[src/inc/rsc_pkg.sv]
package rsc_pkg;

  // ---------------------------------------------------------------------------
  // Register addresses in the special-function register space
  // ---------------------------------------------------------------------------
  localparam logic [7:0] RSC_ADDR_CAUSE   = 8'hEF;  // Reset cause and source enables.
  localparam logic [7:0] RSC_ADDR_MONITOR = 8'hFF;  // Supply monitor control.

  // ---------------------------------------------------------------------------
  // Field positions
  // ---------------------------------------------------------------------------
  localparam int RSC_BIT_MON_EN = 7;  // Supply monitor enable.
  localparam int RSC_BIT_STAT   = 6;  // Live supply level status.
  localparam int RSC_BIT_UNUSED = 7;  // Unused top bit of the cause register.
  localparam int RSC_BIT_MEM    = 6;  // Memory error flag.
  localparam int RSC_BIT_CMP    = 5;  // Comparator enable and flag.
  localparam int RSC_BIT_SW     = 4;  // Software force and flag.
  localparam int RSC_BIT_WDT    = 3;  // Watchdog flag.
  localparam int RSC_BIT_MCD    = 2;  // Clock loss enable and flag.
  localparam int RSC_BIT_POR    = 1;  // Power-on flag and monitor select.
  localparam int RSC_BIT_PIN    = 0;  // Pin reset flag.
  localparam int RSC_NCAUSE     = 7;  // Number of cause bits.

  // ---------------------------------------------------------------------------
  // Reset values and constant read fields
  // ---------------------------------------------------------------------------
  localparam logic [6:0] RSC_CAUSE_NONE = 7'h00;  // No cause recorded.
  localparam logic [6:0] RSC_CAUSE_POR  = 7'h02;  // Power-on cause only.
  localparam logic [5:0] RSC_RSV_READ   = 6'h00;  // Reserved monitor bits read value.
  localparam logic [7:0] RSC_READ_NONE  = 8'h00;  // Read data of an unmapped address.

  // ---------------------------------------------------------------------------
  // Timing
  // ---------------------------------------------------------------------------
  localparam int RSC_CLK_PERIOD_NS   = 40;    // System clock period.
  localparam int RSC_MCD_TIMEOUT_US  = 100;   // Clock loss timeout.
  localparam int RSC_RESET_DELAY_NS  = 5000;  // Least reset hold before release.
  localparam int RSC_MCD_CYCLES      =
    (RSC_MCD_TIMEOUT_US * 1000 + RSC_CLK_PERIOD_NS - 1) / RSC_CLK_PERIOD_NS;
  localparam int RSC_HOLD_CYCLES     =
    (RSC_RESET_DELAY_NS + RSC_CLK_PERIOD_NS - 1) / RSC_CLK_PERIOD_NS;
  localparam int RSC_WDT_DIV         = 12;    // Watchdog clock divider.

  // ---------------------------------------------------------------------------
  // Program memory limits
  // ---------------------------------------------------------------------------
  localparam logic [15:0] RSC_LIMIT_LARGE = 16'h3DFF;  // Larger memory variant.
  localparam logic [15:0] RSC_LIMIT_SMALL = 16'h1FFF;  // Smaller memory variant.

  // ---------------------------------------------------------------------------
  // Sequencer states
  // ---------------------------------------------------------------------------
  typedef enum logic [1:0] {
    RSC_ST_HOLD = 2'b01,  // System held in reset.
    RSC_ST_RUN  = 2'b10   // System running.
  } rsc_state_t;

endpackage : rsc_pkg

[src/rsc_sync3.sv]
// -----------------------------------------------------------------------------
// Three-stage input synchroniser
// -----------------------------------------------------------------------------
// A change is accepted once the second and third stages agree, which also
// rejects a single-cycle glitch that slips past the first stage.
module rsc_sync3 #(
  parameter int               WIDTH     = 1,
  parameter logic [WIDTH-1:0] RESET_VAL = '0
) (
  input  wire logic             clock,
  input  wire logic             reset,
  input  wire logic [WIDTH-1:0] async_in,
  output logic      [WIDTH-1:0] sync_q
);

  genvar i;
  generate
    for (i = 0; i < WIDTH; i++) begin : g_bit
      logic s1_q;  // First stage, read only by the second.
      logic s2_q;  // Second stage.
      logic s3_q;  // Third stage.
      logic out_d; // Next filtered value.

      // The output follows only when the two settled stages agree.
      always_comb begin
        out_d = (s2_q == s3_q) ? s3_q : sync_q[i];
      end

      // Stage registers.
      always_ff @(posedge clock or posedge reset) begin
        if (reset) begin
          s1_q      <= RESET_VAL[i];
          s2_q      <= RESET_VAL[i];
          s3_q      <= RESET_VAL[i];
          sync_q[i] <= RESET_VAL[i];
        end else begin
          s1_q      <= async_in[i];
          s2_q      <= s1_q;
          s3_q      <= s2_q;
          sync_q[i] <= out_d;
        end
      end
    end
  endgenerate

endmodule : rsc_sync3

[src/rsc_timeout.sv]
// -----------------------------------------------------------------------------
// Level timeout counter
// -----------------------------------------------------------------------------
// Counts cycles while the level stands and raises trip once LIMIT cycles have
// passed; the count restarts whenever the level drops.
module rsc_timeout #(
  parameter int LIMIT = 16
) (
  input  wire logic clock,
  input  wire logic reset,
  input  wire logic level,
  output logic      trip_q
);

  localparam int W = $clog2(LIMIT + 1);

  logic [W-1:0] cnt_q;  // Cycles the level has stood.
  logic [W-1:0] cnt_d;  // Next count.
  logic         trip_d; // Next trip value.

  // Saturating count; the ceiling keeps trip standing until the level drops.
  always_comb begin
    if (!level) begin
      cnt_d = '0;
    end else if (cnt_q == W'(LIMIT)) begin
      cnt_d = cnt_q;
    end else begin
      cnt_d = cnt_q + W'(1);
    end
    trip_d = (cnt_d == W'(LIMIT));
  end

  // Count registers.
  always_ff @(posedge clock or posedge reset) begin
    if (reset) begin
      cnt_q  <= '0;
      trip_q <= 1'b0;
    end else begin
      cnt_q  <= cnt_d;
      trip_q <= trip_d;
    end
  end

endmodule : rsc_timeout

[src/rsc_controller.sv]
// Contract
// - Monitor enable bit switches the supply monitor.
// - Supply reset needs monitor enabled and selected.
// - Status bit shows live supply monitor output.
// - Reserved monitor bits ignore writes.
// - Low pin resets; pin flag set on exit.
// - Clock stalled past timeout causes reset.
// - Clock loss bit: flag reads, enable writes.
// - Non-power resets leave reset pin undriven.
// - Comparator selectable as reset source, flagged.
// - Watchdog restarted at clock/12; flag bit3.
// - Protected write beyond limit causes reset.
// - Read or fetch beyond limit causes reset.
// - Security-forbidden access causes memory reset.
// - Memory error flag set only after it.
// - Writing one forces reset; flag follows.
// - Power flag after power/monitor reset; selects monitor.
// - Read-modify-write sees stored enables, not flags.
// - Top cause bit reads zero always.
// - Other resets clear power flag.
// - Power-on disables monitor; others preserve it.
module rsc_controller
  import rsc_pkg::*;
#(
  parameter bit MEM_LARGE = 1'b1  // Larger program memory variant.
) (
  input  wire logic        clock,
  input  wire logic        reset,
  input  wire logic [7:0]  sfr_addr,
  input  wire logic [7:0]  sfr_wdata,
  input  wire logic        sfr_wr,
  input  wire logic        sfr_rd,
  input  wire logic        sfr_rmw,
  output logic      [7:0]  sfr_rdata_q,
  input  wire logic        rst_pin_in,
  output logic             rst_pin_out_q,
  output logic             rst_pin_oe_q,
  input  wire logic        supply_above_in,
  input  wire logic        comparator_out_in,
  input  wire logic        clock_stall_in,
  input  wire logic        watchdog_timeout,
  input  wire logic        program_store_write_enable,
  input  wire logic        pgm_write_req,
  input  wire logic        pgm_read_req,
  input  wire logic        fetch_req,
  input  wire logic [15:0] pgm_addr,
  input  wire logic        security_violation,
  output logic             sys_reset_q,
  output logic             supply_monitor_enable_q,
  output logic             wdt_restart_q,
  output logic             wdt_tick_q
);

  // ---------------------------------------------------------------------------
  // Input synchronisation
  // ---------------------------------------------------------------------------
  logic [3:0] async_in;  // Pin, supply, comparator and clock stall levels.
  logic [3:0] sync_in;   // Filtered copies on the system clock.
  logic       pin_s;     // Reset pin level, low means reset.
  logic       supply_s;  // Supply above threshold.
  logic       cmp_s;     // Non-inverting input above inverting input.
  logic       stall_s;   // System clock seen stalled.

  assign async_in = {clock_stall_in, comparator_out_in, supply_above_in, rst_pin_in};
  assign pin_s    = sync_in[0];
  assign supply_s = sync_in[1];
  assign cmp_s    = sync_in[2];
  assign stall_s  = sync_in[3];

  rsc_sync3 #(
    .WIDTH     (4),
    .RESET_VAL (4'h7)
  ) u_sync (
    .clock    (clock),
    .reset    (reset),
    .async_in (async_in),
    .sync_q   (sync_in)
  );

  // ---------------------------------------------------------------------------
  // Timers
  // ---------------------------------------------------------------------------
  rsc_state_t state_q;    // Sequencer state.
  rsc_state_t state_d;    // Next sequencer state.
  logic       mcd_en_q;   // Stored clock loss detector enable.
  logic       mcd_trip;   // Clock stalled past the timeout.
  logic       hold_done;  // Least hold time has passed.

  // The stall level is only timed while the detector is enabled and running.
  rsc_timeout #(
    .LIMIT (RSC_MCD_CYCLES)
  ) u_mcd (
    .clock  (clock),
    .reset  (reset),
    .level  (stall_s && mcd_en_q && (state_q == RSC_ST_RUN)),
    .trip_q (mcd_trip)
  );

  // The hold counter restarts on every entry to the hold state.
  rsc_timeout #(
    .LIMIT (RSC_HOLD_CYCLES)
  ) u_hold (
    .clock  (clock),
    .reset  (reset),
    .level  (state_q == RSC_ST_HOLD),
    .trip_q (hold_done)
  );

  // ---------------------------------------------------------------------------
  // Reset sources
  // ---------------------------------------------------------------------------
  logic                    sel_q;     // Supply monitor selected as source.
  logic                    cmp_en_q;  // Comparator selected as source.
  logic [15:0]             limit;     // Last legal program address.
  logic                    beyond;    // Access address past the limit.
  logic                    run;       // System running.
  logic                    wr_cause;  // Write to the cause register.
  logic                    wr_mon;    // Write to the monitor register.
  logic [RSC_NCAUSE-1:0]   src;       // Active reset sources.
  logic                    level_src; // A level source still stands.

  assign run      = (state_q == RSC_ST_RUN);
  assign wr_cause = run && sfr_wr && (sfr_addr == RSC_ADDR_CAUSE);
  assign wr_mon   = run && sfr_wr && (sfr_addr == RSC_ADDR_MONITOR);
  assign limit    = MEM_LARGE ? RSC_LIMIT_LARGE : RSC_LIMIT_SMALL;
  assign beyond   = (pgm_addr > limit);

  // Each source maps onto the cause bit it will set at release.
  always_comb begin
    src = RSC_CAUSE_NONE;
    // The pin is ignored while this block drives it, or it would latch itself.
    src[RSC_BIT_PIN] = !pin_s && !rst_pin_oe_q;
    src[RSC_BIT_POR] = supply_monitor_enable_q && sel_q && !supply_s;
    src[RSC_BIT_MCD] = mcd_trip;
    src[RSC_BIT_WDT] = run && watchdog_timeout;
    src[RSC_BIT_SW]  = wr_cause && sfr_wdata[RSC_BIT_SW];
    src[RSC_BIT_CMP] = cmp_en_q && !cmp_s;
    src[RSC_BIT_MEM] = run && ((pgm_write_req && program_store_write_enable && beyond)
                       || ((pgm_read_req || fetch_req) && beyond)
                       || security_violation);
  end

  assign level_src = src[RSC_BIT_PIN] || src[RSC_BIT_POR] || src[RSC_BIT_CMP];

  // ---------------------------------------------------------------------------
  // Reset sequencer
  // ---------------------------------------------------------------------------
  logic [RSC_NCAUSE-1:0] accum_q;   // Causes seen during this reset.
  logic [RSC_NCAUSE-1:0] accum_d;
  logic [RSC_NCAUSE-1:0] flag_q;    // Causes of the last reset.
  logic [RSC_NCAUSE-1:0] flag_d;
  logic                  sys_reset_d;
  logic                  pin_oe_d;
  logic                  restart_d;

  // Release waits for the least hold time and for level sources to clear.
  always_comb begin
    state_d     = state_q;
    accum_d     = accum_q;
    flag_d      = flag_q;
    sys_reset_d = sys_reset_q;
    pin_oe_d    = rst_pin_oe_q;
    restart_d   = 1'b0;
    case (state_q)
      RSC_ST_RUN: begin
        if (|src) begin
          state_d     = RSC_ST_HOLD;
          accum_d     = src;
          sys_reset_d = 1'b1;
          pin_oe_d    = src[RSC_BIT_POR];
        end
      end
      RSC_ST_HOLD: begin
        accum_d  = accum_q | src;
        // The pin is let go first; release then waits for its filtered level to read high.
        pin_oe_d = (rst_pin_oe_q || src[RSC_BIT_POR]) && !(hold_done && !level_src);
        if (hold_done && !level_src && !rst_pin_oe_q) begin
          state_d     = RSC_ST_RUN;
          sys_reset_d = 1'b0;
          restart_d   = 1'b1;
          // A power or monitor cause clears every other flag; any other
          // cause leaves the power flag clear.
          flag_d = accum_q[RSC_BIT_POR] ? RSC_CAUSE_POR : accum_q;
        end
      end
      default: begin
        state_d     = RSC_ST_HOLD;
        sys_reset_d = 1'b1;
      end
    endcase
  end

  // Power-on starts in hold with the power cause pending and the pin driven.
  always_ff @(posedge clock or posedge reset) begin
    if (reset) begin
      state_q       <= RSC_ST_HOLD;
      accum_q       <= RSC_CAUSE_POR;
      flag_q        <= RSC_CAUSE_NONE;
      sys_reset_q   <= 1'b1;
      rst_pin_oe_q  <= 1'b1;
      wdt_restart_q <= 1'b0;
    end else begin
      state_q       <= state_d;
      accum_q       <= accum_d;
      flag_q        <= flag_d;
      sys_reset_q   <= sys_reset_d;
      rst_pin_oe_q  <= pin_oe_d;
      wdt_restart_q <= restart_d;
    end
  end

  // ---------------------------------------------------------------------------
  // Source enables and monitor control
  // ---------------------------------------------------------------------------
  logic mon_en_d;
  logic sel_d;
  logic cmp_en_d;
  logic mcd_en_d;

  // Only the power-on reset clears these; system resets leave them alone.
  always_comb begin
    mon_en_d = supply_monitor_enable_q;
    sel_d    = sel_q;
    cmp_en_d = cmp_en_q;
    mcd_en_d = mcd_en_q;
    if (wr_mon) begin
      // Reserved and status bits are not stored.
      mon_en_d = sfr_wdata[RSC_BIT_MON_EN];
    end
    if (wr_cause) begin
      sel_d    = sfr_wdata[RSC_BIT_POR];
      cmp_en_d = sfr_wdata[RSC_BIT_CMP];
      mcd_en_d = sfr_wdata[RSC_BIT_MCD];
    end
  end

  // Enable registers, cleared by power-on only.
  always_ff @(posedge clock or posedge reset) begin
    if (reset) begin
      supply_monitor_enable_q <= 1'b0;
      sel_q                   <= 1'b0;
      cmp_en_q                <= 1'b0;
      mcd_en_q                <= 1'b0;
    end else begin
      supply_monitor_enable_q <= mon_en_d;
      sel_q                   <= sel_d;
      cmp_en_q                <= cmp_en_d;
      mcd_en_q                <= mcd_en_d;
    end
  end

  // ---------------------------------------------------------------------------
  // Register read
  // ---------------------------------------------------------------------------
  logic [7:0] rdata_d;

  // A read-modify-write read returns stored enables in the shared bits.
  always_comb begin
    rdata_d = sfr_rdata_q;
    if (sfr_rd) begin
      if (sfr_addr == RSC_ADDR_MONITOR) begin
        rdata_d = {supply_monitor_enable_q, supply_s, RSC_RSV_READ};
      end else if (sfr_addr == RSC_ADDR_CAUSE) begin
        rdata_d                 = {1'b0, flag_q};
        rdata_d[RSC_BIT_UNUSED] = 1'b0;
        if (sfr_rmw) begin
          rdata_d[RSC_BIT_CMP] = cmp_en_q;
          rdata_d[RSC_BIT_SW]  = 1'b0;
          rdata_d[RSC_BIT_MCD] = mcd_en_q;
          rdata_d[RSC_BIT_POR] = sel_q;
        end
      end else begin
        rdata_d = RSC_READ_NONE;
      end
    end
  end

  // Read data stands until the next read.
  always_ff @(posedge clock or posedge reset) begin
    if (reset) begin
      sfr_rdata_q <= RSC_READ_NONE;
    end else begin
      sfr_rdata_q <= rdata_d;
    end
  end

  // ---------------------------------------------------------------------------
  // Watchdog clock divider and pin output
  // ---------------------------------------------------------------------------
  logic [3:0] div_q;
  logic [3:0] div_d;
  logic       tick_d;

  // The divider restarts with every reset so the watchdog sees a clean clock.
  always_comb begin
    tick_d = 1'b0;
    if (sys_reset_q) begin
      div_d = '0;
    end else if (div_q == 4'(RSC_WDT_DIV - 1)) begin
      div_d  = '0;
      tick_d = 1'b1;
    end else begin
      div_d = div_q + 4'h1;
    end
  end

  // Divider registers; the pin is only ever pulled low.
  always_ff @(posedge clock or posedge reset) begin
    if (reset) begin
      div_q         <= '0;
      wdt_tick_q    <= 1'b0;
      rst_pin_out_q <= 1'b0;
    end else begin
      div_q         <= div_d;
      wdt_tick_q    <= tick_d;
      rst_pin_out_q <= 1'b0;
    end
  end
endmodule : rsc_controller

[config.mk]
export PLATFORM = sky130hd
export DESIGN_NAME = rsc_controller
export DESIGN_NICKNAME = d
export VERILOG_FILES = /design/src/inc/rsc_pkg.sv /design/src/rsc_sync3.sv /design/src/rsc_timeout.sv /design/src/rsc_controller.sv
export SDC_FILE = /design/constraint.sdc
export NUM_CORES = 1
export LEC_CHECK = 0
export ABC_AREA = 1
export BUFFER_PORTS_ARGS = -buffer_cell sky130_fd_sc_hd__buf_2
export CORE_MARGIN = 1
export CORE_UTILIZATION = 59
export DETAILED_ROUTE_END_ITERATION = 10
export PLACE_DENSITY_LB_ADDON = 0.25
export REMOVE_ABC_BUFFERS = 1
export SYNTH_ARGS = -nofsm -noshare
export SYNTH_HDL_FRONTEND = slang
export SYNTH_SLANG_ARGS = --single-unit
[constraint.sdc]
create_clock -name clock -period 4.7 [get_ports clock]
set_input_delay 0.235 -clock clock [delete_from_list [all_inputs] [get_ports clock]]
set_output_delay 0.235 -clock clock [all_outputs]
set_load 0.005 [all_outputs]
==> metrics.md <==
| Metric | Value |
|---|---|
| TNS Setup | `0 ns` |
| Die X | `between 70 and 80 microns` |
| Yosys top cell area share | `42.9%` |
| DRT iter0 DRCs | `215` |
| Later-pin clock latency in the skew report | `0.34 ns` |
| Largest stage delay, worst path | `just over 0.4 ns` |
| Clock network fraction of design power | `a little over two fifths` |
| Sequential Power Share | `between 50% and 60%` |
| Setup-failing EPs final | `0` |
| Max_cap viols | `0` |
| Critical path's slowest cell | `dfrtp_1` |
| CTS resizes | `0` |
| Vias | `between 2k and 3k` |
| Mapped Area | `~3300 sq um` |
| Max Fanout on Critical Path | `6` |
| Final hold violation count | `0` |
| CP Data Arrival Time | `~2.0 ns` |
| Worst r2r path cells | `10` |
| DRT Wirelength | `around 6600 microns` |
| Switch share | `around 24%` |
| Warnings from Yosys | `0` |
| Layout cells sized above 1 | `~22%` |
| CTS tree | `built` |
| Crit-path leading delay family | `simple AND/OR/NAND/NOR gates` |
| Cell Chain, Critical Path | `ha_1, inv_1, nor2_2, nand2_1, o21ai_0, nand2_1, nand2_1, nor2_1, nand3_1, nor2_1` |
| DRC violations left | `0` |
| Register area share after synthesis | `a little over half` |
| Vias per cell | `between 5 and 6` |
| CP Launch Type | `register` |
| Relative slew slack | `approximately two fifths` |
| PwrDens | `between 300 and 400 nW/um^2` |
| Cell row count | `26` |
| Syn avg cell area | `around 8.7 sq um` |
| Stages on worst setup path | `10` |
| Drt wl/cell | `between 10 and 15 microns` |
| Synth Register Bits | `72` |
| Design Area, Final | `3870 sq um` |
| DP HPWL | `4590 microns` |
| Synthesized instance count | `between 300 and 400` |
| Critical path class | `register to register` |
| Initial core utilization | `a little over three fifths` |
| NetSw | `0.288 mW` |
| Vias in the first global route | `2594` |
| Most common cell on crit path | `nand2_1` |
| Cell Int Power | `roughly 0.9 mW` |
| First drt pass iteration count | `4` |
| Tot GR Track Use | `roughly a quarter` |
| Setup Fix Bufs, Post-CTS | `0` |
| Total congestion overflow | `0` |
| Setup crit start | `u_mcd.cnt_q[0]` |
| Critical path endpoint category | `register` |
| Synth cell types | `37` |
| Initial antenna violation count | `0` |
| Comb power frac | `roughly 4.3%` |
| Input/output buffers | `47` |
| Dominant cell type by area after synthesis | `dfrtp_1` |
| Crit path time final | `between 1.5 and 2 ns` |
| Worst hold path type | `input port to async pin` |
| Die Ht | `between 70 and 80 microns` |
| Skew final | `0.0155 ns` |
| Die Area | `5940 sq um` |
| Final Cycle Share | `38.3%` |
| GPL Wtd Cong | `0.880` |
| Layout Nets | `~500` |
| Worst-case clock buffer depth | `2` |
| R2R Path Start | `u_mcd.cnt_q[0]` |
| Area contributors post-synth | `dfrtp_1 43%, dfstp_2 12%, nand2_1 11%, inv_1 6.4%, nor2_1 4.9%` |
| P&R area growth vs syn | `16.5%` |
| Clock Pin Slew Worst Setup and Hold Paths | `0.08 ns` |
| Outcome | `finished clean` |
| Fmax | `roughly 560 MHz` |
| Worst Tran Pin Value | `between 0.8 and 0.9 ns` |
| CORE AREA | `5270 sq um` |
| Root Buffer | `clkbuf_8` |
| # H-tree levels | `3` |
| Number of diodes | `0` |
| Detail Route Antenna Nets | `0` |
| RSZ-0062 raised after global routing | `false` |
| Leakage Power | `around 2.0 nW` |
| Placement Cell Area | `approximately 3600 sq um` |
| Maximum vdd drop | `around 300 uV` |
| Largest net degree at the start of global routing | `73` |
| Total CTS buffers | `9` |
| Sink Count | `72` |
| Final Max Tran Viols | `0` |
| WP buf/inv | `1` |
| First-pass GRT wire length | `between 10000 and 15000 microns` |
| WP data required | `about 4.9 ns` |
| I/O pin count | `a little over 60` |
==> Yosys cell counts <==
cell type / instances
nand2_1: 94
nand2_2: 2
nand3_1: 30
xor2_1: 5
inv_4: 1
buf_2: 1
nor2_1: 43
buf_4: 1
nor2_2: 3
buf_6: 1
inv_1: 57
conb_1: 1
o22ai_1: 6
nor3_2: 1
maj3_1: 4
clkbuf_1: 1
o21ai_0: 14
o21ai_4: 1
a21boi_0: 1
and2_1: 1
dfstp_2: 15
inv_2: 3
o21a_1: 1
nand2_4: 3
nand3b_1: 2
dfrtp_1: 57
a21oi_1: 8
ha_1: 5
nor2_4: 1
a21o_1: 1
nand3_2: 3
nand4_1: 5
o31ai_1: 1
nor4_2: 1
xnor2_1: 2
o21ai_1: 3
nor3_1: 5
==> per-stage QoR <==
step	std cells	util [%]	power (mW)	setup slack [ns]	hold slack, ns
6_report	518	73.5	1.20	2.90	0.143
3_3_place_gp	498	68.9	0.698	3.02	0.334
3_5_place_dp	498	68.9	0.701	2.97	0.340
4_1_cts	518	73.5	1.21	2.93	0.134
2_1_floorplan	380	-	0.674	2.66	0.239
5_1_grt	518	73.5	1.24	2.68	0.136
==> worst register-to-register path: stages, from the launching register on <==
cell	delay [ns]
dfrtp_1	0.41
ha_1	0.22
inv_1	0.06
nor2_2	0.25
nand2_1	0.14
o21ai_0	0.27
nand2_1	0.10
nand2_1	0.08
nor2_1	0.04
nand3_1	0.09
nor2_1	0.04
==> power groups by stage <==
stage	Sequential (mW)	Combinational (mW)	Clock, mW
floorplan	0.649	0.0252	0
global placement	0.650	0.0479	0
detailed placement	0.651	0.0495	0
CTS	0.639	0.0521	0.518
global route	0.640	0.0588	0.545
finish	0.639	0.0513	0.507
==> layout by cell type, fill, tap and decap left out, types with 2 or more instances in the layout <==
cell type,n
o22ai_1,6
nor3_1,5
nand4_1,5
nand3_2,3
inv_6,3
dfrtp_1,57
xnor2_1,2
nand3_1,30
dlygate4sd3_1,4
a21oi_1,8
buf_2,47
inv_1,56
nand2_4,3
o21ai_0,14
maj3_1,4
nor2_2,3
clkbuf_8,9
nand2_2,2
nor2_1,43
inv_4,2
nand3b_1,2
nand2_1,94
ha_1,5
o21ai_1,3
inv_2,4
xor2_1,5
dfstp_2,15
==> final timing paths <==
kind,to,slack (ns)
worst max-delay path,u_mcd.trip_q,2.90
worst min-delay path,u_mcd.cnt_q[3],0.14
worst max register to register,u_mcd.trip_q,2.90
worst min register to register,u_sync.g_bit[3].s2_q,0.36
max in group asynchronous,u_hold.cnt_q[1],3.98
min in group clock,mcd_en_q,0.15
==> sequential cells by signal (all words and copies together) (netlist names) <==
signal / flops
wdt_restart_q: 1
state_q: 2
u_sync.g_bit.s2_q: 4
u_sync.g_bit.s1_q: 4
u_sync.sync_q: 4
div_q: 4
mcd_en_q: 1
rst_pin_oe_q: 1
sel_q: 1
sfr_rdata_q: 8
flag_q: 7
u_hold.cnt_q: 7
u_sync.g_bit.s3_q: 4
wdt_tick_q: 1
u_hold.trip_q: 1
accum_q: 7
supply_monitor_enable_q: 1
cmp_en_q: 1
u_mcd.trip_q: 1
u_mcd.cnt_q: 12
==> cell type report <==
class | instances | area (sq um)
clock inverters | 7 | 81.3
well taps | 70 | 87.6
clock buffers | 9 | 124
flip-flops and latches | 72 | 1820
inverters | 61 | 231
multi-input cells | 247 | 1250
repair buffers | 52 | 283
fillers | 408 | 1400
==> timing repair <==
action,in CTS,in global routing
endpoints found under the setup margin,0,0
hold endpoints to repair,4,0
hold buffers,4,0
==> metal layers <==
metal,wire [microns],vias to the layer above,GRT usage [%]
met5,0,-,0
met4,98,0,12.1
met3,245,10,5.48
met2,3320,64,41.6
met1,2940,1233,30.5
li1,-,1320,-
==> cell families (layout without fill, tap and decap cells) <==
kind of cell	count (synthesis)	count (layout)	share of synthesized area, %
other	1	1	0.113
AOI/OAI and AO/OA	36	36	6.28
adders and majority gates	9	9	3.08
buffers and inverters	65	129	7.78
xor gates and xnor gates	7	7	1.84
and+or+nand+nor	194	194	26.2
DFF	72	72	54.7
Power figures use the tool's default switching activity.
